## config.mk

```make
export PLATFORM = sky130hd
export DESIGN_NAME = pss_status_bank
export DESIGN_NICKNAME = d
export VERILOG_FILES = /design/src/common/pss_pkg.sv /design/src/rtl/pss_sticky_byte.sv /design/src/rtl/pss_alert_mask.sv /design/src/rtl/pss_status_bank.sv
export SDC_FILE = /design/constraint.sdc
export NUM_CORES = 1
export LEC_CHECK = 0
export BUFFER_PORTS_ARGS = -buffer_cell sky130_fd_sc_hd__buf_2
export CAP_MARGIN = 20
export CORE_MARGIN = 3
export CORE_UTILIZATION = 41
export CTS_CLUSTER_DIAMETER = 150
export DETAILED_ROUTE_END_ITERATION = 12
export PLACE_DENSITY = 0.92
export SYNTH_ARGS = -nofsm -noshare
export SYNTH_HDL_FRONTEND = slang
export SYNTH_SLANG_ARGS = --single-unit
```

## constraint.sdc

```tcl
create_clock -name clock -period 1.7 [get_ports clock]
set_input_delay 0.34 -clock clock [delete_from_list [all_inputs] [get_ports clock]]
set_output_delay 0.34 -clock clock [all_outputs]
set_load 0.02 [all_outputs]
```

## src/common/pss_pkg.sv

```systemverilog
/*
  Constants of the status summary bank: command codes, bit positions, reset values.
  Assumes a protocol engine outside that decodes bus transactions into command strobes.
*/
// Contract
// - Answer code 78h with read-only summary byte.
// - Summary bit 6 shows converter not enabled.
// - Summary bit 5 mirrors voltage status bit 7.
// - Summary bit 4 mirrors current status bit 7.
// - Summary bits ignore writes, clear with sources.
// - Summary bit 2 ORs temperature flags; the code ORs only temperature status bits 7 and 6.
// - Summary bit 1 ORs communication/memory/logic flags.
// - Summary bit 0 covers remaining faults, warnings.
// - Bit 0 reads one after power-up.
// - Code 79h word low byte equals summary.
// - Word bit 15 ORs output voltage flags.
// - Word bit 14 ORs current fault, warning.
// - Word bit 13 ORs input status flags.
// - Word bit 12 shows vendor over-temperature/minimum.
// - Word bit 11 tracks live power-not-good plus the sticky turn-on timeout flag.
// - Power-not-good alerts only when mask clear.
// - Voltage status bits 7,6 on overvoltage.
// - Voltage status bits 5,4 on undervoltage.
// - Voltage status bit 3 on excess setpoint.
// - Voltage flags write-to-clear, each masked.
// - Current status bit 7 on overcurrent.
package pss_pkg;
  localparam int CODE_W = 8;
  localparam int DATA_W = 16;

  localparam logic [7:0] CMD_ALERT_MASK  = 8'h1B;
  localparam logic [7:0] CMD_STATUS_BYTE = 8'h78;
  localparam logic [7:0] CMD_STATUS_WORD = 8'h79;
  localparam logic [7:0] CMD_STATUS_VOUT = 8'h7A;

  localparam int SB_OFF   = 6;
  localparam int SB_OVERV = 5;
  localparam int SB_OVERI = 4;
  localparam int SB_TEMP  = 2;
  localparam int SB_COMM  = 1;
  localparam int SB_OTHER = 0;

  localparam int SW_VOLT   = 7;
  localparam int SW_CURR   = 6;
  localparam int SW_INPUT  = 5;
  localparam int SW_VENDOR = 4;
  localparam int SW_PNG    = 3;

  localparam int SV_OV_FAULT = 7;
  localparam int SV_OV_WARN  = 6;
  localparam int SV_UV_WARN  = 5;
  localparam int SV_UV_FAULT = 4;
  localparam int SV_VMAX     = 3;
  localparam int SV_TON      = 2;

  localparam int IO_OC_FAULT = 7;
  localparam int IO_OCW     = 5;
  localparam int IN_LOW     = 3;
  localparam int TMP_OTF    = 7;
  localparam int TMP_OTW    = 6;
  localparam int VND_OTFI   = 7;
  localparam int VND_VMIN   = 1;

  localparam logic [7:0] VOUT_IMPL_BITS = 8'hFC;
  localparam logic [7:0] COMM_ALARM_BITS = 8'hF2;
  localparam logic [7:0] VOUT_STAT_RST  = 8'h00;
  localparam logic [7:0] VOUT_MASK_RST  = 8'h00;
  localparam logic       PNG_MASK_RST   = 1'b1;
  localparam logic       POWERUP_LOW_RST = 1'b1;
endpackage

```

## src/rtl/pss_sticky_byte.sv

```systemverilog
/*
  Byte of sticky status flags: a flag sets on its condition and clears when written with one.
  Assumes set and clear are synchronous to clock; bits outside the implemented mask stay zero.
*/
module pss_sticky_byte #(
  parameter logic [7:0] IMPL_BITS = 8'hFF,
  parameter logic [7:0] RESET_VAL = 8'h00
) (
  input  wire logic       clock,
  input  wire logic       rst,
  input  wire logic [7:0] setCond,
  input  wire logic [7:0] clearBits,
  output logic      [7:0] flags
);
  import pss_pkg::*;

  genvar i;
  generate
    for (i = 0; i < 8; i++) begin : g_bit
      logic flag_r;
      logic flag_nxt;
      // A condition present in the clearing cycle keeps the flag set.
      always_comb begin
        flag_nxt = IMPL_BITS[i] & (setCond[i] | (flag_r & ~clearBits[i]));
      end
      always_ff @(posedge clock) begin
        if (rst) begin
          flag_r <= RESET_VAL[i];
        end else begin
          flag_r <= flag_nxt;
        end
      end
      assign flags[i] = flag_r;
    end
  endgenerate
endmodule

```

## src/rtl/pss_alert_mask.sv

```systemverilog
/*
  Alert mask store for the output-voltage flags and the power-not-good condition.
  Assumes the nonvolatile copy is loaded as the reset value; a mask command rewrites it.
*/
module pss_alert_mask (
  input  wire logic       clock,
  input  wire logic       rst,
  input  wire logic       maskWrite,
  input  wire logic [7:0] maskTarget,
  input  wire logic [7:0] maskValue,
  output logic      [7:0] voutMask,
  output logic            pngMask
);
  import pss_pkg::*;

  logic [7:0] voutMask_r;
  logic [7:0] voutMask_nxt;
  logic       pngMask_r;
  logic       pngMask_nxt;

  always_comb begin
    voutMask_nxt = voutMask_r;
    pngMask_nxt  = pngMask_r;
    if (maskWrite && maskTarget == CMD_STATUS_VOUT) begin
      voutMask_nxt = maskValue & VOUT_IMPL_BITS;
    end
    if (maskWrite && maskTarget == CMD_STATUS_WORD) begin
      pngMask_nxt = maskValue[SW_PNG];
    end
  end

  always_ff @(posedge clock) begin
    if (rst) begin
      voutMask_r <= VOUT_MASK_RST;
      pngMask_r  <= PNG_MASK_RST;
    end else begin
      voutMask_r <= voutMask_nxt;
      pngMask_r  <= pngMask_nxt;
    end
  end

  assign voutMask = voutMask_r;
  assign pngMask  = pngMask_r;
endmodule

```

## src/rtl/pss_status_bank.sv

```systemverilog
/*
  Status summary bank: summary byte, summary word, output-voltage status and alert request.
  Assumes a protocol engine delivers one command per strobe and takes the answer a cycle later;
  the detailed current, input, temperature, communication and vendor bytes arrive as inputs.
*/
module pss_status_bank (
  input  wire logic                        clock,
  input  wire logic                        rst,
  input  wire logic                        cmdValid,
  input  wire logic                        cmdWrite,
  input  wire logic [pss_pkg::CODE_W-1:0]  cmdCode,
  input  wire logic [pss_pkg::DATA_W-1:0]  cmdData,
  output logic                             respValid,
  output logic      [pss_pkg::DATA_W-1:0]  respData,
  output logic                             respUnsupported,
  input  wire logic                        converterEnabled,
  input  wire logic                        voutOverFault,
  input  wire logic                        voutOverWarn,
  input  wire logic                        voutUnderWarn,
  input  wire logic                        voutUnderFault,
  input  wire logic                        turnOnTimeout,
  input  wire logic                        voutCmdWrite,
  input  wire logic [15:0]                 voutCmdValue,
  input  wire logic [15:0]                 voutMaxValue,
  input  wire logic [7:0]                  ioutStatus,
  input  wire logic [7:0]                  inputStatus,
  input  wire logic [7:0]                  tempStatus,
  input  wire logic [7:0]                  commStatus,
  input  wire logic [7:0]                  vendorStatus,
  input  wire logic                        vinReachedOn,
  input  wire logic                        vinLowLive,
  input  wire logic                        extAlertPending,
  output logic                             smbAlertOut,
  output logic                             smbAlertOe,
  output logic      [7:0]                  voutStatus
);
  import pss_pkg::*;

  logic [7:0]  voutFlags;
  logic [7:0]  voutMask;
  logic        pngMask;
  logic [7:0]  voutSet;
  logic [7:0]  voutClear;
  logic        maskWrite;
  logic [7:0]  statusByte;
  logic [7:0]  statusHigh;
  logic        powerNotGood;
  logic        alertPending;

  logic        powerUpLow_r;
  logic        powerUpLow_nxt;
  logic        respValid_r;
  logic        respValid_nxt;
  logic [15:0] respData_r;
  logic [15:0] respData_nxt;
  logic        respUnsup_r;
  logic        respUnsup_nxt;
  logic        alertOe_r;
  logic        alertOe_nxt;
  logic [7:0]  voutStatus_r;

  // Conditions that set the sticky output-voltage flags, and clears written by the host.
  always_comb begin
    voutSet          = 8'h00;
    voutSet[SV_OV_FAULT] = voutOverFault;
    voutSet[SV_OV_WARN]  = voutOverWarn;
    voutSet[SV_UV_WARN]  = voutUnderWarn;
    voutSet[SV_UV_FAULT] = voutUnderFault;
    voutSet[SV_VMAX]     = voutCmdWrite && (voutCmdValue > voutMaxValue);
    voutSet[SV_TON]      = turnOnTimeout;
    voutClear = 8'h00;
    if (cmdValid && cmdWrite && cmdCode == CMD_STATUS_VOUT) begin
      voutClear = cmdData[7:0];
    end
    maskWrite = cmdValid && cmdWrite && cmdCode == CMD_ALERT_MASK;
  end

  pss_sticky_byte #(
    .IMPL_BITS (VOUT_IMPL_BITS),
    .RESET_VAL (VOUT_STAT_RST)
  ) u_vout_flags (
    .clock     (clock),
    .rst       (rst),
    .setCond   (voutSet),
    .clearBits (voutClear),
    .flags     (voutFlags)
  );

  pss_alert_mask u_alert_mask (
    .clock      (clock),
    .rst        (rst),
    .maskWrite  (maskWrite),
    .maskTarget (cmdData[7:0]),
    .maskValue  (cmdData[15:8]),
    .voutMask   (voutMask),
    .pngMask    (pngMask)
  );

  // The input-low indication holds from power-up until the input first reaches turn-on.
  always_comb begin
    powerUpLow_nxt = powerUpLow_r & ~vinReachedOn;
  end

  // Summary bits are pure functions of their sources, so no write can reach them.
  always_comb begin
    statusByte           = 8'h00;
    statusByte[SB_OFF]   = ~converterEnabled;
    statusByte[SB_OVERV] = voutFlags[SV_OV_FAULT];
    statusByte[SB_OVERI] = ioutStatus[IO_OC_FAULT];
    statusByte[SB_TEMP]  = tempStatus[TMP_OTF] | tempStatus[TMP_OTW];
    statusByte[SB_COMM]  = |(commStatus & COMM_ALARM_BITS);
    statusByte[SB_OTHER] = voutFlags[SV_OV_WARN] | voutFlags[SV_UV_WARN] | voutFlags[SV_UV_FAULT]
                         | voutFlags[SV_VMAX] | voutFlags[SV_TON] | ioutStatus[IO_OCW]
                         | inputStatus[IN_LOW] | powerUpLow_r;
  end

  always_comb begin
    powerNotGood = voutOverFault | voutOverWarn | voutUnderWarn | voutUnderFault
                 | voutFlags[SV_TON] | tempStatus[TMP_OTF] | tempStatus[TMP_OTW]
                 | ioutStatus[IO_OC_FAULT] | ioutStatus[IO_OCW] | vinLowLive;
    statusHigh            = 8'h00;
    statusHigh[SW_VOLT]   = voutFlags[SV_OV_FAULT] | voutFlags[SV_OV_WARN] | voutFlags[SV_UV_WARN]
                          | voutFlags[SV_UV_FAULT] | voutFlags[SV_VMAX]
                          | voutFlags[SV_TON];
    statusHigh[SW_CURR]   = ioutStatus[IO_OC_FAULT] | ioutStatus[IO_OCW];
    statusHigh[SW_INPUT]  = (|inputStatus) | powerUpLow_r;
    statusHigh[SW_VENDOR] = vendorStatus[VND_OTFI] | vendorStatus[VND_VMIN];
    statusHigh[SW_PNG]    = powerNotGood;
  end

  // The alert stays requested for as long as any unmasked source remains set.
  always_comb begin
    alertPending = (|(voutFlags & ~voutMask))
                 | (powerNotGood & ~pngMask)
                 | extAlertPending;
    alertOe_nxt  = alertPending;
  end

  // Answer decode: reads return data, writes to summaries are accepted and ignored.
  always_comb begin
    respValid_nxt = cmdValid;
    respData_nxt  = 16'h0000;
    respUnsup_nxt = 1'b0;
    if (cmdValid) begin
      case (cmdCode)
        CMD_STATUS_BYTE: begin
          if (!cmdWrite) begin
            respData_nxt = {8'h00, statusByte};
          end
        end
        CMD_STATUS_WORD: begin
          if (!cmdWrite) begin
            respData_nxt = {statusHigh, statusByte};
          end
        end
        CMD_STATUS_VOUT: begin
          if (!cmdWrite) begin
            respData_nxt = {8'h00, voutFlags};
          end
        end
        CMD_ALERT_MASK: begin
          if (!cmdWrite && cmdData[7:0] == CMD_STATUS_VOUT) begin
            respData_nxt = {8'h00, voutMask};
          end else if (!cmdWrite && cmdData[7:0] == CMD_STATUS_WORD) begin
            respData_nxt = {4'h0, pngMask, 3'h0, 8'h00};
          end else if (!cmdWrite) begin
            respUnsup_nxt = 1'b1;
          end
        end
        default: begin
          respUnsup_nxt = 1'b1;
        end
      endcase
    end
  end

  always_ff @(posedge clock) begin
    if (rst) begin
      powerUpLow_r <= POWERUP_LOW_RST;
      respValid_r  <= 1'b0;
      respData_r   <= 16'h0000;
      respUnsup_r  <= 1'b0;
      alertOe_r    <= 1'b0;
      voutStatus_r <= VOUT_STAT_RST;
    end else begin
      powerUpLow_r <= powerUpLow_nxt;
      respValid_r  <= respValid_nxt;
      respData_r   <= respData_nxt;
      respUnsup_r  <= respUnsup_nxt;
      alertOe_r    <= alertOe_nxt;
      voutStatus_r <= voutFlags;
    end
  end

  assign respValid       = respValid_r;
  assign respData        = respData_r;
  assign respUnsupported = respUnsup_r;
  assign smbAlertOe      = alertOe_r;
  assign smbAlertOut     = 1'b0;
  assign voutStatus      = voutStatus_r;
endmodule

```

== Word-level counts from Yosys, hierarchy flattened ==
Index checks and enable logic that the tools add are counted.

* Magnitude comparators: 1
* Eq/ne operators: 6
* Multiplexer cells: 11
* Bitwise operators: 53
* Reduce and logical (&&, ||, !) cells: 14

{| class="wikitable"
|+ Operators by type and width
! cell !! number
|-
| $pmux 16 s4 || 1
|-
| $eq 8x7->1 const B || 5
|-
| $or 1x1->1 || 33
|-
| $mux 12 || 2
|-
| $gt 16x16->1 || 1
|-
| $mux 16 || 1
|-
| $mux 8 || 2
|-
| $reduce_or 8->1 || 2
|-
| $not 1->1 || 10
|-
| $and 1x1->1 || 8
|-
| $and 8x8->8 || 1
|-
| $eq 8x5->1 const B || 1
|-
| $logic_and 1x1->1 || 8
|-
| $not 8->8 || 1
|-
| $mux 7 || 1
|-
| $reduce_or 5->1 || 1
|-
| $mux 1 || 3
|-
| $reduce_or 3->1 || 1
|-
| $pmux 1 s2 || 1
|-
| $reduce_or 2->1 || 1
|-
| $logic_not 1->1 || 1
|}

* Register bits: 41
* Input port bits: 110
* Output and inout port bits: 28
* Logic and storage cells: 100

== Logic depth before layout (Yosys ltp) ==
Gate-level depths: netlist of run 1.

* Depth after elaboration: 12
* Depth in mapped cells: 7
* Gate-level depth less buffers: 7

== By module ==
Synthesis of run 1 repeated with hierarchy kept, for this count alone.

* Cell total of the unflattened synthesis: 266
* Area, all modules: 2304.7 um^2

{| class="wikitable"
|+ By module, submodules not included
! module !! times used !! cells each !! area an instance (um^2)
|-
| pss_status_bank || 1 || 196 || 1605.3
|-
| pss_alert_mask || 1 || 37 || 380.4
|-
| pss_sticky_byte || 1 || 33 || 319.1
|}

== Least setup slack after synthesis of run 1 ==
No wires, ideal clock.

* Path type: input to register
* Start: input cmdCode[7] (netlist name)
* End: register u_alert_mask.voutMask_r[2] (netlist: u_alert_mask.voutMask[2])
* Arrival: 1431 ps
* Data required time: 1572 ps
* Setup slack: 141 ps
* Stages on the path: 5
* Path through: and4bb_2 nand2_4 nor4_4 mux2i_1 nor2_1

* Word-level cells in the longest chain between the ends: 3

{| class="wikitable"
|+ Ends and longest elaborated chain
! element !! line !! RTL
|-
| from (decl) || pss_status_bank.sv:11 || <nowiki>input wire logic [pss_pkg::CODE_W-1:0] cmdCode,</nowiki>
|-
| $eq 8x5->1 || pss_status_bank.sv:75 || <nowiki>maskWrite = cmdValid && cmdWrite && cmdCode == CMD_ALERT_MASK;</nowiki>
|-
| $logic_and 1x1->1 || pss_status_bank.sv:75 ||
|-
| $logic_and 1x1->1 || pss_alert_mask.sv:24 || <nowiki>if (maskWrite && maskTarget == CMD_STATUS_VOUT) begin</nowiki>
|-
| to (signal assigned) || pss_alert_mask.sv:37 || <nowiki>voutMask_r <= voutMask_nxt;</nowiki>
|-
| to (decl) || pss_alert_mask.sv:16 || <nowiki>logic [7:0] voutMask_r;</nowiki>
|}

No other way between the ends.
A chain may end at the register's enable or synchronous reset.

== Final worst setup path of run 1 ==
* Start: input cmdCode[6] (netlist name)
* End: register u_alert_mask.pngMask_r (netlist: u_alert_mask.pngMask)

* Word-level cells in the longest chain between the ends: 3

{| class="wikitable"
|+ Ends and longest elaborated chain
! element !! line !! RTL
|-
| $eq 8x5->1 || pss_status_bank.sv:75 ||
|-
| $logic_and 1x1->1 || pss_status_bank.sv:75 ||
|-
| $logic_and 1x1->1 || pss_alert_mask.sv:27 || <nowiki>if (maskWrite && maskTarget == CMD_STATUS_WORD) begin</nowiki>
|-
| to (signal assigned) || pss_alert_mask.sv:38 || <nowiki>pngMask_r <= pngMask_nxt;</nowiki>
|-
| to (decl) || pss_alert_mask.sv:18 || <nowiki>logic pngMask_r;</nowiki>
|}

No other way between the ends.

==> results of run 1 <==
[synthesized netlist by cell type, drive strengths merged (2+ instances only)]
cell type,count,area share (%)
and4bb,2,1.5
clkbuf,3,0.58
nor2,29,5.6
nand3b,3,1.2
and2,2,0.64
a21oi,16,4.1
and4b,2,1.0
o21ai,6,1.5
nand2,17,3.7
a32oi,2,0.90
a21o,3,1.2
nor3,6,1.8
o22ai,2,0.64
dfxtp,36,37
inv,27,5.2
ha,16,10
buf,6,2.3
mux2i,7,3.6
a22oi,4,1.5
nand2b,6,1.9
nor2b,7,2.3
a31oi,2,0.64
nand3,4,1.0
nand4,6,1.9
nor4,5,2.4
nor4b,2,0.90
[final timing paths]
check                               startpoint                           end  slack [ns]  cells past startpoint
hold / removal                   turnOnTimeout  u_vout_flags.g_bit[2].flag_r        0.28                      3
hold reg to reg   u_vout_flags.g_bit[6].flag_r  u_vout_flags.g_bit[6].flag_r        0.47                      2
setup / recovery                    cmdCode[6]          u_alert_mask.pngMask        0.29                      6
setup reg to reg  u_vout_flags.g_bit[2].flag_r                  respData[15]        0.41                      3
[kinds of logic (layout without fill, tap and decap cells)]
family	after synthesis	after routing
and+or+nand+nor	95	95
AOI/OAI and AO/OA	40	40
DFF	36	36
buffers and inverters	36	150
adders and majority gates	16	16
muxes	7	7
other	1	6
xor gates and xnor gates	1	1
[sequential cells by signal, summed over array words and instances, names as in the netlist]
name,cells
respData,13
u_alert_mask.voutMask,6
u_vout_flags.g_bit.flag_r,6
voutStatus,6
powerUpLow_r,1
respUnsupported,1
respValid,1
smbAlertOe,1
u_alert_mask.pngMask,1
[power groups by stage]
stage	clock (mW)	combinational (mW)	sequential [mW]
6_report	0.613	0.327	0.886
3_3_place_gp	0	0.315	0.903
4_1_cts	0.629	0.328	0.885
3_5_place_dp	0	0.326	0.904
5_1_grt	0.656	0.368	0.887
2_1_floorplan	0	0.158	0.914
[through the flow]
step,total power [mW],hold slack [ns],worst slack (ns)
after floorplan,1.07,0.412,0.141
after global placement,1.22,0.461,-0.00109
after detailed placement,1.23,0.464,-0.0225
after CTS,1.84,0.274,0.285
after global routing,1.91,0.301,0.157
final,1.83,0.279,0.287
[worst min-delay path, stage by stage]
cell and delay (ns):
buf_2 0.09, inv_1 0.04, a21oi_1 0.05
[per-layer routing]
metal  track usage, %  vias to the layer above  routed length, µm
met3             4.41                        9                476
met5                0                        -                  0
li1                 -                     1028                  -
met2             35.6                      100               2810
met4             8.70                        0                 89
met1             20.6                      908               2030
[final cells by class]
cell class | instances | share of cell area (%)
multi-input combinational | 165 | 40.8
sequential | 36 | 27.2
timing repair buffer | 115 | 22.4
inverter | 27 | 3.82
clock buffer | 8 | 3.40
tap | 52 | 2.45
==> qor.txt, run 1 <==
Hold Buf Count CTS: 0
CTS tree: built
Compound-Gate Fraction of Synth Area: 12.6%
Max stage delay on crit path: 0.37 ns
fmax: 708 MHz
fraction of layout cells with a size suffix above 1: 35.9%
# setup viols final: 0
DR vias/cell: 5.07
die height: 74.8 µm
clock share of power: 33.6%
Worst Hold Class: primary input to flop
Routed WL: 5400 µm
antenna violations before repair: 0
most frequent cells in the layout: buf_2 (108), dfxtp_1 (36), nor2_1 (29), inv_1 (27)
non-filler cells, final: 403
Util after Layout: 59.3%
CTS Buf Count: 5
CP required: 1.88 ns
RSZ-0062 raised after global routing: no
switching pwr: 0.470 mW
placed cell count: 395
Internal: 1.36 mW
max cap viols: 0
design area: 2650 µm²
total iterations of the first detailed-routing run: 4
Detail Route Antenna Nets: 0
XOR/XNOR Fraction of Synth Area: 0.451%
ant diodes: 0
Max IR drop VDD: 0.245 mV
CTS root buf: clkbuf_8
Fillers: 427
crit path DAT: 1.60 ns
H-tree levels: 2
CTS Sinks: 36
DRC violations left: 0
Critical Path End Type: flop
setup bufs post-CTS: 0
vias in the first global route: 1936
GRT overflow: 0
worst path bufs/invs: 1
Skew-Pair Late Insertion Delay: 0.29 ns
global-route wire length before repair: 8220 µm
detailed-route via count: 2045
Mapped Cells: 232
ys flop type: dfxtp_1
Comb power frac: 17.9%
area of the multi-input gates: 1080 µm²
Mapped Avg Cell Area: 8.37 µm²
starting density of the core: 43.4%
number of gates resized after cts: 0
CP max stage cell: nor4b_1
mux contribution to synthesized area: 3.61%
ys async rst share: 0%
sw frac: 25.7%
core area: 4470 µm²
Lkg Pwr: 1.37 nW
clock slew at reported path FFs: 0.06 ns
sequential area share after synthesis: 37.1%
register share of total power: 48.5%
Syn. warnings: 0
gpl congestion: 0.882
Area Growth Syn to Fin: 36.6%
startpoint types: primary input
status: finished clean
pwr/cell area: 688 nW/µm²
Final #Nets: 476
Longest Clk Path Bufs: 2
EDFF count, synth: 0
Cell Chain, Critical Path: buf_2 -> and4bb_4 -> nand4_1 -> nor4b_1 -> mux2i_1 -> nand2b_1
most common cell after layout, fill and taps aside: buf_2
Row Count: 24
Wirelength per Cell: 13.4 µm
Die X: 74.8 µm
Top delay family on crit path: simple AND/OR/NAND/NOR gates
CP max FO: 3
Post-DP HPWL: 4500 µm
Fin. Hold Viols: 0
Slew Limit Fails: 0
Tot GR Track Use: 19.2%
pin count of the biggest net entering global routing: 23
Placed Area: 2560 µm²
clk_skew: 0.00543 ns
Tmin final: 1.41 ns
IO Pins: 138
PortBufs: 108
setup TNS: 0 ns
Post-Synth Simple-Gate Area: 27.6%
Adder-Cell Fraction of Synth Area: 10.3%
synthesized area: 1940 µm²
#FFs+latches synth: 36
Reg area: 721 µm²
Crit Path Class: primary input to flop
largest family of logic cells by synthesized area: simple AND/OR/NAND/NOR gates
Synth cell types: 41
die area: 5600 µm²
detailed router's first-iteration violation count: 153
fin crit share: 83.1%
(Power assumes the default switching activity.)
==> inputs of run 2 (changes only) <==
clock period = 1.5 ns   (was 1.7 ns; I/O delays follow)
==> qor.txt, run 2 (same netlist as run 1, synthesis figures left out) <==
status: finished clean
startpoint types: primary input
setup bufs post-CTS: 0
Tot GR Track Use: 19.8%
DR vias/cell: 5.04
total iterations of the first detailed-routing run: 4
CP max stage cell: nor4_4
RSZ-0062 raised after global routing: no
max cap viols: 0
Row Count: 24
CTS Buf Count: 5
Slew Limit Fails: 0
most common cell after layout, fill and taps aside: buf_2
Crit Path Class: primary input to flop
die height: 74.8 µm
# setup viols final: 0
Critical Path End Type: flop
Final Worst Setup Slack: 0.163 ns
fraction of layout cells with a size suffix above 1: 38.0%
detailed-route via count: 2066
Area Growth Syn to Fin: 39.8%
pwr/cell area: 771 nW/µm²
crit path DAT: 1.51 ns
CP required: 1.68 ns
Hold Crit Depth: 3
Routed WL: 5480 µm
Post-DP HPWL: 4570 µm
clock slew at reported path FFs: 0.07 ns
CTS root buf: clkbuf_8
most frequent cells in the layout: buf_2 (108), dfxtp_1 (36), nor2_1 (29), inv_1 (27)
Worst Hold Class: primary input to flop
fin crit share: 89.2%
die area: 5600 µm²
antenna violations before repair: 0
Die X: 74.8 µm
PortBufs: 108
clk_skew: 0.00747 ns
Pwr Total: 2.09 mW
fmax: 748 MHz
Crit. path cell count: 7
H-tree levels: 2
ant diodes: 0
max reg flops: 13
starting density of the core: 43.4%
Lkg Pwr: 1.41 nW
Wirelength per Cell: 13.4 µm
core area: 4470 µm²
CP max FO: 6
Max stage delay on crit path: 0.27 ns
gpl congestion: 0.904
number of gates resized after cts: 0
Final #Nets: 483
IO Pins: 138
CTS Sinks: 36
worst path bufs/invs: 2
Max IR drop VDD: 0.298 mV
vias in the first global route: 2022
FF-to-FF path depth: 3
Cell Chain, Critical Path: buf_2 -> nor2b_1 -> nand4_1 -> nor4_4 -> buf_4 -> mux2i_1 -> nor2_1
Top delay family on crit path: simple AND/OR/NAND/NOR gates
pin count of the biggest net entering global routing: 23
Fin. Hold Viols: 0
Skew-Pair Late Insertion Delay: 0.29 ns
Hold Buf Count CTS: 0
DRC violations left: 0
Fin Hold WS: 0.208 ns
global-route wire length before repair: 8460 µm
CTS tree: built
Tmin final: 1.34 ns
setup TNS: 0 ns
Detail Route Antenna Nets: 0
detailed router's first-iteration violation count: 146
Longest Clk Path Bufs: 2
GRT overflow: 0
Setup Slack @ Placement: -0.246 ns
## run 2: cell count changes in the layout (fill, tap and decap cells not counted)
cell	previous run	this run
a21boi_1	0	1
nor4_2	0	1
nor4_1	4	3
buf_4	7	14
clkinv_2	0	2
clkbuf_1	2	0
a21boi_0	1	0
## run 2: worst register-to-register path: stages (launching register included)
cell and delay [ns]:
dfxtp_1 0.37, or4_1 0.54, nor2_1 0.18, a21oi_1 0.09
## run 2: path summary, 6_finish.rpt
check                                             startpoint                            to  slack (ns)
worst max-delay path                              cmdData[3]      u_alert_mask.voutMask[3]        0.16
worst min-delay path                         vendorStatus[7]                  respData[12]        0.21
worst max register to register  u_vout_flags.g_bit[2].flag_r                  respData[15]        0.22
worst min register to register  u_vout_flags.g_bit[6].flag_r  u_vout_flags.g_bit[6].flag_r        0.48
## run 2: final cells by class
cell class	count	area [µm²]
Inverter	27	101
Multi-Input combinational cell	165	1090
Tap cell	52	65.1
Clock buffer	6	82.6
Fill cell	407	1760
Timing Repair Buffer	122	646
Sequential cell	36	721
Clock inverter	2	10.0
## run 2: stage by stage
step | cell area, µm² | utilization (%) | instances
6_report | 2710 | 60.7 | 410
5_1_grt | 2710 | 60.7 | 410
4_1_cts | 2710 | 60.5 | 410
3_5_place_dp | 2620 | 58.4 | 402
3_3_place_gp | 2620 | 58.4 | 402
2_1_floorplan | 1960 | - | 237
## run 2: power breakdown
group	internal, mW	total [mW]	switching (mW)	leakage [nW]
Sequential	0.984	1.00	0.0191	0.294
Clock	0.366	0.704	0.338	0.0510
Combinational	0.188	0.385	0.198	1.06
## run 2: layer usage
layer | routed length [µm] | GRT usage, %
met5 | 0 | 0
met4 | 153 | 8.10
met3 | 518 | 6.41
met2 | 2700 | 36.7
met1 | 2100 | 20.3
